<file path="src/lrg_pkg.sv">
package lrg_pkg;

   // Control lines of the parallel bus, one bit per line, true = asserted.
   typedef struct packed {
      logic bsy;
      logic sel;
      logic rst;
      logic atn;
      logic ack;
      logic req;
      logic cd;
      logic io;
      logic msg;
   } lrg_ctl_s;

   // Eight data bits and their parity bit.
   typedef struct packed {
      logic par;
      logic [7:0] dat;
   } lrg_dat_s;

   localparam int CNT_W = 16;
   localparam int CLK_PERIOD_NS = 100;
   // Bus settle delay used when no other figure is configured.
   localparam int SETTLE_NS = 400;
   localparam int SETTLE_CYC = (SETTLE_NS + CLK_PERIOD_NS - 1) / CLK_PERIOD_NS;
   localparam logic [CNT_W-1:0] CNT_ZERO = 16'h0000;
   localparam logic [CNT_W-1:0] CNT_ONE = 16'h0001;

endpackage : lrg_pkg

</file>
<file path="src/lrg_guard.sv">
`timescale 1ns/1ns
`default_nettype none

// Overview of operation
// - BSY/SEL/RST released when false; others actively negated.
// - Glitch handling on in LVD mode, optional otherwise.
// - Target ignores ACK/ATN from BSY release onward.
// - REQ held negated 2.5 settle delays.
// - C/D, I/O, MSG kept driven while the target drives BSY.
// - Selection data drives only true bits.
// - Bus free one settle delay after BSY, SEL false.
// - Released lines may glitch true for one settle delay.
module lrg_guard #(
   parameter int SETTLE = lrg_pkg::SETTLE_CYC
) (
   // Clock and reset.
   input wire logic clk,
   input wire logic rstn,
   // Mode.
   input wire logic lvd_mode,
   input wire logic opt_glitch_en,
   input wire logic role_tgt,
   // Core requests: levels wanted and lines to keep actively driven.
   input wire lrg_pkg::lrg_ctl_s core_drv,
   input wire lrg_pkg::lrg_ctl_s core_en,
   input wire lrg_pkg::lrg_dat_s core_dat,
   input wire logic core_dat_en,
   input wire logic sel_phase,
   // Filtered bus view and status back to the core.
   output lrg_pkg::lrg_ctl_s rx_ctl,
   output lrg_pkg::lrg_dat_s rx_dat,
   output logic bus_free,
   output logic req_hold,
   output logic ack_atn_ignored,
   // Bus pins, true = asserted.
   input wire lrg_pkg::lrg_ctl_s pin_in,
   output lrg_pkg::lrg_ctl_s pin_out,
   output lrg_pkg::lrg_ctl_s pin_oe,
   input wire lrg_pkg::lrg_dat_s dat_in,
   output lrg_pkg::lrg_dat_s dat_out,
   output lrg_pkg::lrg_dat_s dat_oe
);
   import lrg_pkg::*;

   localparam logic [CNT_W-1:0] SETTLE_W = CNT_W'(SETTLE);
   localparam logic [CNT_W-1:0] HOLD_CYC = CNT_W'((5 * SETTLE + 1) / 2);

   lrg_ctl_s ctl_s1_q;
   lrg_ctl_s ctl_s2_q;
   lrg_dat_s dat_s1_q;
   lrg_dat_s dat_s2_q;
   lrg_ctl_s rx_ctl_q;
   lrg_ctl_s rx_ctl_d;
   lrg_dat_s rx_dat_q;
   lrg_ctl_s out_q;
   lrg_ctl_s out_d;
   lrg_ctl_s oe_q;
   lrg_ctl_s oe_d;
   lrg_dat_s dout_q;
   lrg_dat_s dout_d;
   lrg_dat_s doe_q;
   lrg_dat_s doe_d;
   logic bsy_prev_q;
   logic ign_q;
   logic ign_d;
   logic hold_q;
   logic hold_d;
   logic free_q;
   logic hold_done;
   logic free_done;
   logic glitch_en;
   logic bsy_rel;
   logic bsy_take;
   logic free_run;
   logic req_force;
   logic [CNT_W-1:0] hold_age_q;

   // Glitch handling is mandatory with LVD drivers, optional otherwise.
   assign glitch_en = lvd_mode || opt_glitch_en;
   assign bsy_rel = role_tgt && bsy_prev_q && !core_drv.bsy;
   assign bsy_take = core_drv.bsy && !bsy_prev_q;

   // Ignore ACK/ATN from the BSY release until the next connection.
   assign ign_d = (bsy_rel && glitch_en) || (ign_q && !bsy_take);

   // REQ stays actively negated until the hold time has run out.
   assign hold_d = (bsy_rel && glitch_en) || (hold_q && !hold_done);

   // Bus free starts one settle delay after BSY and SEL are both false.
   assign free_run = !ctl_s2_q.bsy && !ctl_s2_q.sel;

   lrg_tmr #(.CYC(HOLD_CYC)) u_hold_tmr (
      .clk(clk),
      .rstn(rstn),
      .run(hold_q),
      .expired(hold_done)
   );

   lrg_tmr #(.CYC(SETTLE_W)) u_free_tmr (
      .clk(clk),
      .rstn(rstn),
      .run(free_run),
      .expired(free_done)
   );

   // Lines that may not be actively negated drive only when true.
   assign out_d.bsy = core_drv.bsy;
   assign oe_d.bsy = core_drv.bsy;
   assign out_d.sel = core_drv.sel;
   assign oe_d.sel = core_drv.sel;
   assign out_d.rst = core_drv.rst;
   assign oe_d.rst = core_drv.rst;
   assign out_d.atn = core_drv.atn;
   assign oe_d.atn = core_en.atn || core_drv.atn;
   assign out_d.ack = core_drv.ack;
   assign oe_d.ack = core_en.ack || core_drv.ack;
   // REQ is forced negated from the very cycle BSY is let go, not one cycle later.
   assign req_force = hold_q || (bsy_rel && glitch_en);
   assign out_d.req = req_force ? 1'b0 : core_drv.req;
   assign oe_d.req = req_force || core_en.req || core_drv.req;
   assign out_d.cd = core_drv.cd;
   assign out_d.io = core_drv.io;
   assign out_d.msg = core_drv.msg;

   // Phase lines are not let go while this target still drives BSY.
   wire tgt_keep = role_tgt && glitch_en && core_drv.bsy;
   assign oe_d.cd = core_en.cd || core_drv.cd || tgt_keep;
   assign oe_d.io = core_en.io || core_drv.io || tgt_keep;
   assign oe_d.msg = core_en.msg || core_drv.msg || tgt_keep;

   // During selection only true data bits are driven.
   assign dout_d = core_dat;
   assign doe_d = sel_phase ? core_dat : (core_dat_en ? 9'h1FF : 9'h000);

   // Ignored lines read as negated, which hides release glitches.
   always_comb begin
      rx_ctl_d = ctl_s2_q;
      rx_ctl_d.ack = ctl_s2_q.ack && !ign_q;
      rx_ctl_d.atn = ctl_s2_q.atn && !ign_q;
   end

   always_ff @(posedge clk or negedge rstn) begin
      if (!rstn) begin
         ctl_s1_q <= '0;
         ctl_s2_q <= '0;
         dat_s1_q <= '0;
         dat_s2_q <= '0;
      end else begin
         ctl_s1_q <= pin_in;
         ctl_s2_q <= ctl_s1_q;
         dat_s1_q <= dat_in;
         dat_s2_q <= dat_s1_q;
      end
   end

   always_ff @(posedge clk or negedge rstn) begin
      if (!rstn) begin
         bsy_prev_q <= 1'b0;
         ign_q <= 1'b0;
         hold_q <= 1'b0;
         free_q <= 1'b0;
         rx_ctl_q <= '0;
         rx_dat_q <= '0;
      end else begin
         bsy_prev_q <= core_drv.bsy;
         ign_q <= ign_d;
         hold_q <= hold_d;
         free_q <= free_done;
         rx_ctl_q <= rx_ctl_d;
         rx_dat_q <= dat_s2_q;
      end
   end

   always_ff @(posedge clk or negedge rstn) begin
      if (!rstn) begin
         out_q <= '0;
         oe_q <= '0;
         dout_q <= '0;
         doe_q <= '0;
      end else begin
         out_q <= out_d;
         oe_q <= oe_d;
         dout_q <= dout_d;
         doe_q <= doe_d;
      end
   end

   // Counts the cycles of one REQ hold, read only by the checks below.
   always_ff @(posedge clk or negedge rstn) begin
      if (!rstn) begin
         hold_age_q <= CNT_ZERO;
      end else begin
         hold_age_q <= hold_q ? hold_age_q + CNT_ONE : CNT_ZERO;
      end
   end

   assign rx_ctl = rx_ctl_q;
   assign rx_dat = rx_dat_q;
   assign bus_free = free_q;
   assign req_hold = hold_q;
   assign ack_atn_ignored = ign_q;
   assign pin_out = out_q;
   assign pin_oe = oe_q;
   assign dat_out = dout_q;
   assign dat_oe = doe_q;

   property p_wired_or;
      @(posedge clk) disable iff (!rstn)
      (pin_oe.bsy |-> pin_out.bsy) and (pin_oe.sel |-> pin_out.sel)
         and (pin_oe.rst |-> pin_out.rst);
   endproperty
   a_wired_or: assert property (p_wired_or) else $error("BSY/SEL/RST driven negated");

   property p_no_glitch_mode;
      @(posedge clk) disable iff (!rstn)
      (!glitch_en && !hold_q && bsy_rel) |=> !req_hold;
   endproperty
   a_no_glitch_mode: assert property (p_no_glitch_mode) else $error("REQ hold outside mode");

   property p_ignore;
      @(posedge clk) disable iff (!rstn)
      (bsy_rel && glitch_en) |=> ack_atn_ignored ##1 (!rx_ctl.ack && !rx_ctl.atn);
   endproperty
   a_ignore: assert property (p_ignore) else $error("ACK/ATN not ignored after BSY release");

   property p_ignore_keep;
      @(posedge clk) disable iff (!rstn)
      (ign_q && !core_drv.bsy) |=> ign_q;
   endproperty
   a_ignore_keep: assert property (p_ignore_keep) else $error("ACK/ATN ignore ended early");

   property p_req_neg;
      @(posedge clk) disable iff (!rstn)
      (req_hold || (bsy_rel && glitch_en)) |=> (pin_oe.req && !pin_out.req);
   endproperty
   a_req_neg: assert property (p_req_neg) else $error("REQ not actively negated in hold");

   property p_hold_len;
      @(posedge clk) disable iff (!rstn)
      $fell(req_hold) |-> (hold_age_q == HOLD_CYC);
   endproperty
   a_hold_len: assert property (p_hold_len) else $error("REQ hold length wrong");

   property p_phase_keep;
      @(posedge clk) disable iff (!rstn)
      (role_tgt && glitch_en && core_drv.bsy) |=> (pin_oe.cd && pin_oe.io && pin_oe.msg);
   endproperty
   a_phase_keep: assert property (p_phase_keep) else $error("Phase line released under BSY");

   property p_sel_data;
      @(posedge clk) disable iff (!rstn)
      sel_phase |=> (dat_oe == $past(core_dat)) && ((dat_out & ~dat_oe) == 9'h000);
   endproperty
   a_sel_data: assert property (p_sel_data) else $error("False data bit driven in selection");

   property p_bus_free;
      @(posedge clk) disable iff (!rstn)
      $rose(bus_free) |-> ($past(free_run, 1) && $past(free_run, SETTLE));
   endproperty
   a_bus_free: assert property (p_bus_free) else $error("Bus free declared too early");

endmodule : lrg_guard

`default_nettype wire

</file>
<file path="src/lrg_tmr.sv">
`timescale 1ns/1ns
`default_nettype none

// Counts cycles while run is high and flags from the CYC-th cycle of run onward.
module lrg_tmr #(
   parameter logic [15:0] CYC = 16'h0004
) (
   // Clock and reset.
   input wire logic clk,
   input wire logic rstn,
   // Control and result.
   input wire logic run,
   output logic expired
);
   import lrg_pkg::*;

   logic [CNT_W-1:0] cnt_q;
   logic [CNT_W-1:0] cnt_d;

   assign expired = run && (cnt_q == CNT_ZERO);
   assign cnt_d = !run ? (CYC - CNT_ONE) : (expired ? cnt_q : cnt_q - CNT_ONE);

   always_ff @(posedge clk or negedge rstn) begin
      if (!rstn) begin
         // Start loaded, so a line that is idle from reset still waits the full count.
         cnt_q <= CYC - CNT_ONE;
      end else begin
         cnt_q <= cnt_d;
      end
   end

endmodule : lrg_tmr

`default_nettype wire

</file>
<file path="config.mk">
export PLATFORM = sky130hd
export DESIGN_NAME = lrg_guard
export DESIGN_NICKNAME = d
export VERILOG_FILES = /design/src/lrg_pkg.sv /design/src/lrg_guard.sv /design/src/lrg_tmr.sv
export SDC_FILE = /design/constraint.sdc
export NUM_CORES = 1
export LEC_CHECK = 0
export BUFFER_PORTS_ARGS = -buffer_cell sky130_fd_sc_hd__clkbuf_2
export CAP_MARGIN = 25
export CORE_ASPECT_RATIO = 1.1
export CORE_UTILIZATION = 50
export DETAILED_ROUTE_END_ITERATION = 8
export HOLD_SLACK_MARGIN = 0.06
export PLACE_DENSITY = 0.76
export SLEW_MARGIN = 15
export SYNTH_ARGS = -nofsm -noshare
export SYNTH_HDL_FRONTEND = slang
export SYNTH_HIERARCHICAL = 1
export SYNTH_SLANG_ARGS = --single-unit
</file>
<file path="constraint.sdc">
create_clock -name clk -period 3.55 [get_ports clk]
set_clock_uncertainty 0.1 [all_clocks]
set_input_delay 0.1775 -clock clk [delete_from_list [all_inputs] [get_ports clk]]
set_output_delay 0.1775 -clock clk [all_outputs]
set_load 0.005 [all_outputs]
</file>
* Word-level counts from Yosys, hierarchy flattened
Cells that the tools add are included.
** Cells by class
- Multiplexer cells :: 7
- Add/subtract/negate cells :: 2
- Reduce and logical (&&, ||, !) cells :: 36
- Equality and inequality tests :: 2
** Operator list (count)
- $mux 16 :: 4
- $logic_not 16->1 :: 2
- $sub 16x1->16 const B :: 2
- $mux 9 :: 2
- $logic_or 1x1->1 :: 14
- $logic_and 1x1->1 :: 13
- $logic_not 1->1 :: 7
- $ne 2x2->1 const B :: 2
- $mux 1 :: 1
** Word-level totals
- Bits in registers :: 122
- Input bits :: 52

* Depth between registers and ports, before layout
- Depth in word-level cells :: 6
- Gate-level depth with buffers :: 6

* Modules after synthesis
Netlist, hierarchy kept.
** By module, submodules not included
- lrg_guard :: seq. area each 2252.2 sq um, cells an instance 133, area each 2479.9 sq um, times used 1
- lrg_tmr (u_free_tmr) :: seq. area each 402.9 sq um, cells an instance 97, area each 883.3 sq um, times used 1
- lrg_tmr (u_hold_tmr) :: seq. area each 402.9 sq um, cells an instance 93, area each 882.1 sq um, times used 1

* Worst setup path after synthesis
OpenSTA, ideal clock, no wires.
- Kind :: register -> register
- Start :: register u_hold_tmr.cnt_q[0]
- End :: register u_hold_tmr.cnt_q[11]
- Cell stages (with the launch flop) :: 7
- Buffers on the path :: 0
- Arrival time :: 1720 ps
- Slack :: 1653 ps
- Path through :: dfstp_2 inv_1 ha_1 nor3b_2 and3_1 or4_1 a21oi_1
** Between the ends
- Longest elaborated chain between the ends :: 3
- Elaborated cells on any way between the ends :: 6
- Classes of those cells :: add/sub: 1; eq/ne: 1; mux: 2; reduce/logical: 2
** RTL lines
- from (decl) :: RTL line lrg_tmr.sv:17 : logic [CNT_W-1:0] cnt_q;
- from (signal assigned) :: RTL line lrg_tmr.sv:26 : cnt_q <= CYC - CNT_ONE;
- from (signal assigned) :: RTL line lrg_tmr.sv:28 : cnt_q <= cnt_d;
- $sub 16x1->16 or $logic_not 16->1 (tied branches) :: RTL line lrg_tmr.sv:21, lrg_tmr.sv:20
- $mux 16 or $logic_and 1x1->1 (tied branches) :: RTL line lrg_tmr.sv:21, lrg_tmr.sv:20
- $mux 16 or $ne 2x2->1 (tied branches)
Parallel ways exist; a longest one is shown, timed or not. The select of a mux whose other input is x is not followed.
A chain may end at the register's enable or synchronous reset.

==> results.tsv <==
stage	metric	value	unit
hold_path	holdCritPathClass	in -> async	
timing	tns	0	ns
grt	grt_antenna_before_repair	0	
floorplanning	rows	34	
routing	routed_wirelength	9609	µm
clocking	cts.path.max_buffers	2	
layout	design_area	5992	µm²
timing	hold_viol_final	0	
synth	syn_inst	323	
routing	wl_per_cell	15.65	µm
layout	fin_cells	614	
synth	avgSynthCellArea	13.14	µm²
synth	synthArstFlopShare	1.000	
routing	drc_errors	0	
worst_setup_path	cp_max_fo	14	
synth	ys_warn_count	6	
worst_setup_path	required	3.84	ns
grt	use_met1	0.2716	
layout	num-fill-cells	497	
clocking	cts_tree	done	
clocking	cts_buffers	17	
layout	antennaDiodeCount	0	
clocking	cts-root-buf	clkbuf_8	
grt	grt_overflow	0	
run	drv_cap	0	
clocking	clk_pin_slew	0.06	ns
timing	rsz0062_at_grt	no	
floorplanning	die_area	8863	µm²
worst_setup_path	cp-start-kind	flop	
synth	ys_ff_latch	122	
worst_setup_path	r2r_end	pin_oe[3]$_DFF_PN0_	
layout	finalNetCount	547	
clocking	htree_levels	4	
layout	syn_to_final_growth	41.14	%
grt	grt_max_degree	73	
clocking	cts.sinks	122	
timing	setup_viol	0	
floorplanning	ios	109	
placed_design	io_buffers	105	
synth	ys_seq_area_frac	0.7203	
power_and_ir_drop	p_per_area	645.4	nW/µm²
grt	grt_busiest_layer	met2	
worst_setup_path	rrSetupSlack	1.28	ns
floorplanning	core	8083	µm²
timing	relSlewSlack	0.5868	
floorplanning	start_util	0.5252	
synth	ys.flop_type	dfrtp_1	
worst_setup_path	rr_worst_depth	4	
timing	fin_crit	2.267	ns
routing	viasPerCell	5.279	
floorplanning	die_x	89.86	µm
clocking	clock_latency	0.51	ns
routing	drtIter0Drc	177	
worst_setup_path	arrival	2.55	ns
grt	use_met3	0.07639	
floorplanning	die_h	98.64	µm
placed_design	post-place-cells	528	
synth	synth_edf_count	0	
routing	drt-pass1-iter-count	5	
placed_design	gp_congestion	0.7919	
placed_design	placed_area	4872	µm²
clocking	cts_resized	0	
power_and_ir_drop	p_leak	2.832	nW
worst_setup_path	timing.rr.start	req_hold$_DFF_PN0_	
layout	drive_gt1_frac	0.3004	
synth	syn_area	4245	µm²
power_and_ir_drop	ir_drop	0.4107	mV
routing	drtAntennaViolNets	0	
timing	clock.fmax	441.1	MHz
synth	synthDistinctLibCells	42	
grt	grt_pass1_vias	3503	
worst_setup_path	cp-end-kind	flop	
status	outcome	finished clean	
worst_setup_path	crit_type	reg -> reg	
grt	grt_use_total	0.2373	
timing	worstMarginPinSlew	0.6199	ns
grt	met2_usage	0.4107	
grt	grt_pass1_wl	16220	µm
synth	syn_nets	377	
timing	finalCritPeriodShare	0.6386	
timing	maxSlewViolCount	0	
routing	via_count	3241	
placed_design	hpwl	5370	µm
## through the flow
stage | power [mW] | utilization | setup WS (ns) | hold slack [ns]
finish | 3.867 | 0.7413 | 1.283 | 0.1315
global placement | 2.124 | 0.6028 | 1.509 | 0.1287
detailed placement | 2.159 | 0.6028 | 1.491 | 0.1373
CTS | 3.879 | 0.7413 | 1.365 | 0.1399
floorplan | 1.967 | - | 1.653 | -0.2181
global route | 4.040 | 0.7413 | 1.124 | 0.1753
## cell type report
class / count / area, µm² / share of cell area
multi-input combinational: 183 / 1094 / 0.1825
tap: 108 / 135.1 / 0.02255
timing repair buffer: 161 / 1096 / 0.1829
sequential: 122 / 3058 / 0.5103
inverter: 8 / 30.03 / 0.005011
clock buffer: 18 / 417.9 / 0.06974
clock inverter: 14 / 161.4 / 0.02694
## worst max-delay path: stages (launching register included)
cell and delay, ns:
dfrtp_1 0.55, nor3_1 0.25, dlygate4sd3_1 0.58, o21ai_0 0.09
dlygate4sd3_1 0.58
## routing by layer
| metal | vias to the layer above | share of wire |
|---|---|---|
| li1 | 1501 | - |
| met1 | 1604 | 0.39 |
| met2 | 117 | 0.53 |
| met3 | 19 | 0.054 |
| met4 | 0 | 0.024 |
| met5 | - | 0 |
## state kept, by name (all words and copies together) (netlist names)
signal,flops
rx_ctl,9
ack_atn_ignored,1
bus_free,1
pin_oe,9
rx_dat,9
req_hold,1
u_hold_tmr/cnt_q,16
dat_out,9
dat_oe,9
dat_s2_q,9
ctl_s1_q,9
u_free_tmr/cnt_q,16
ctl_s2_q,9
dat_s1_q,9
pin_out,6
## worst max-delay path by stage
stage / start / to / slack (ns) / depth (start not counted)
after global routing: u_free_tmr/cnt_q[0]$_DFFE_PN1P_ / u_free_tmr/cnt_q[5]$_DFFE_PN0P_ / 1.12 / 6
final: req_hold$_DFF_PN0_ / pin_oe[3]$_DFF_PN0_ / 1.28 / 4
after detailed placement: u_free_tmr/cnt_q[0]$_DFFE_PN1P_ / u_free_tmr/cnt_q[5]$_DFFE_PN0P_ / 1.49 / 6
after CTS: req_hold$_DFF_PN0_ / pin_oe[3]$_DFF_PN0_ / 1.36 / 4
after floorplan: u_hold_tmr/cnt_q[0]$_DFFE_PN1P_ / u_hold_tmr/cnt_q[11]$_DFFE_PN0P_ / 1.65 / 6
after global placement: u_free_tmr/cnt_q[0]$_DFFE_PN1P_ / u_free_tmr/cnt_q[2]$_DFFE_PN0P_ / 1.51 / 6
## repair_timing
action	4_1_cts	5_1_grt
hold endpoints to repair	103	0
setup buffers	0	0
hold buffers	54	0
## Yosys cell counts (6+ instances only)
cell,instances,area [µm²]
a21oi_1,12,60.06
or4_1,6,45.04
inv_1,7,26.28
nand2b_1,6,37.54
nor3_1,19,95.09
nand2_1,30,112.6
dfrtp_1,118,2953
or3_1,13,81.33
nor4_1,9,56.30
nor2_1,7,26.28
o31ai_1,6,45.04
nand3_1,9,45.04
o21ai_0,20,100.1
## cell families after synthesis
group,synth area share
buffers and inverters,0.02210
flip-flops,0.7203
AND/OR/NAND/NOR,0.1574
AO/OA/AOI/OAI,0.08489
adder cells (fa/ha/maj),0.005894
multiplexers,0.009432
## cells in the final DEF, fill, tap and decap left out, drive strengths merged, types with 8 or more instances in the layout
master | Yosys | routed
a21oi | 12 | 12
clkbuf | 3 | 122
dfrtp | 118 | 118
dlygate4sd3 | 0 | 54
inv | 7 | 13
nand2 | 30 | 30
nand3 | 9 | 9
nor3 | 20 | 20
nor4 | 9 | 9
o21ai | 20 | 20
or3 | 13 | 13
or4 | 8 | 8
## report_power, final
part / leakage, nW / switching (mW) / total [mW] / internal (mW)
Combinational: 1.08 / 0.312 / 0.561 / 0.249
Sequential: 1.47 / 0.118 / 1.65 / 1.53
Clock: 0.279 / 0.645 / 1.66 / 1.01
Total: 2.83 / 1.08 / 3.87 / 2.79
Power figures use the tool's default switching activity.
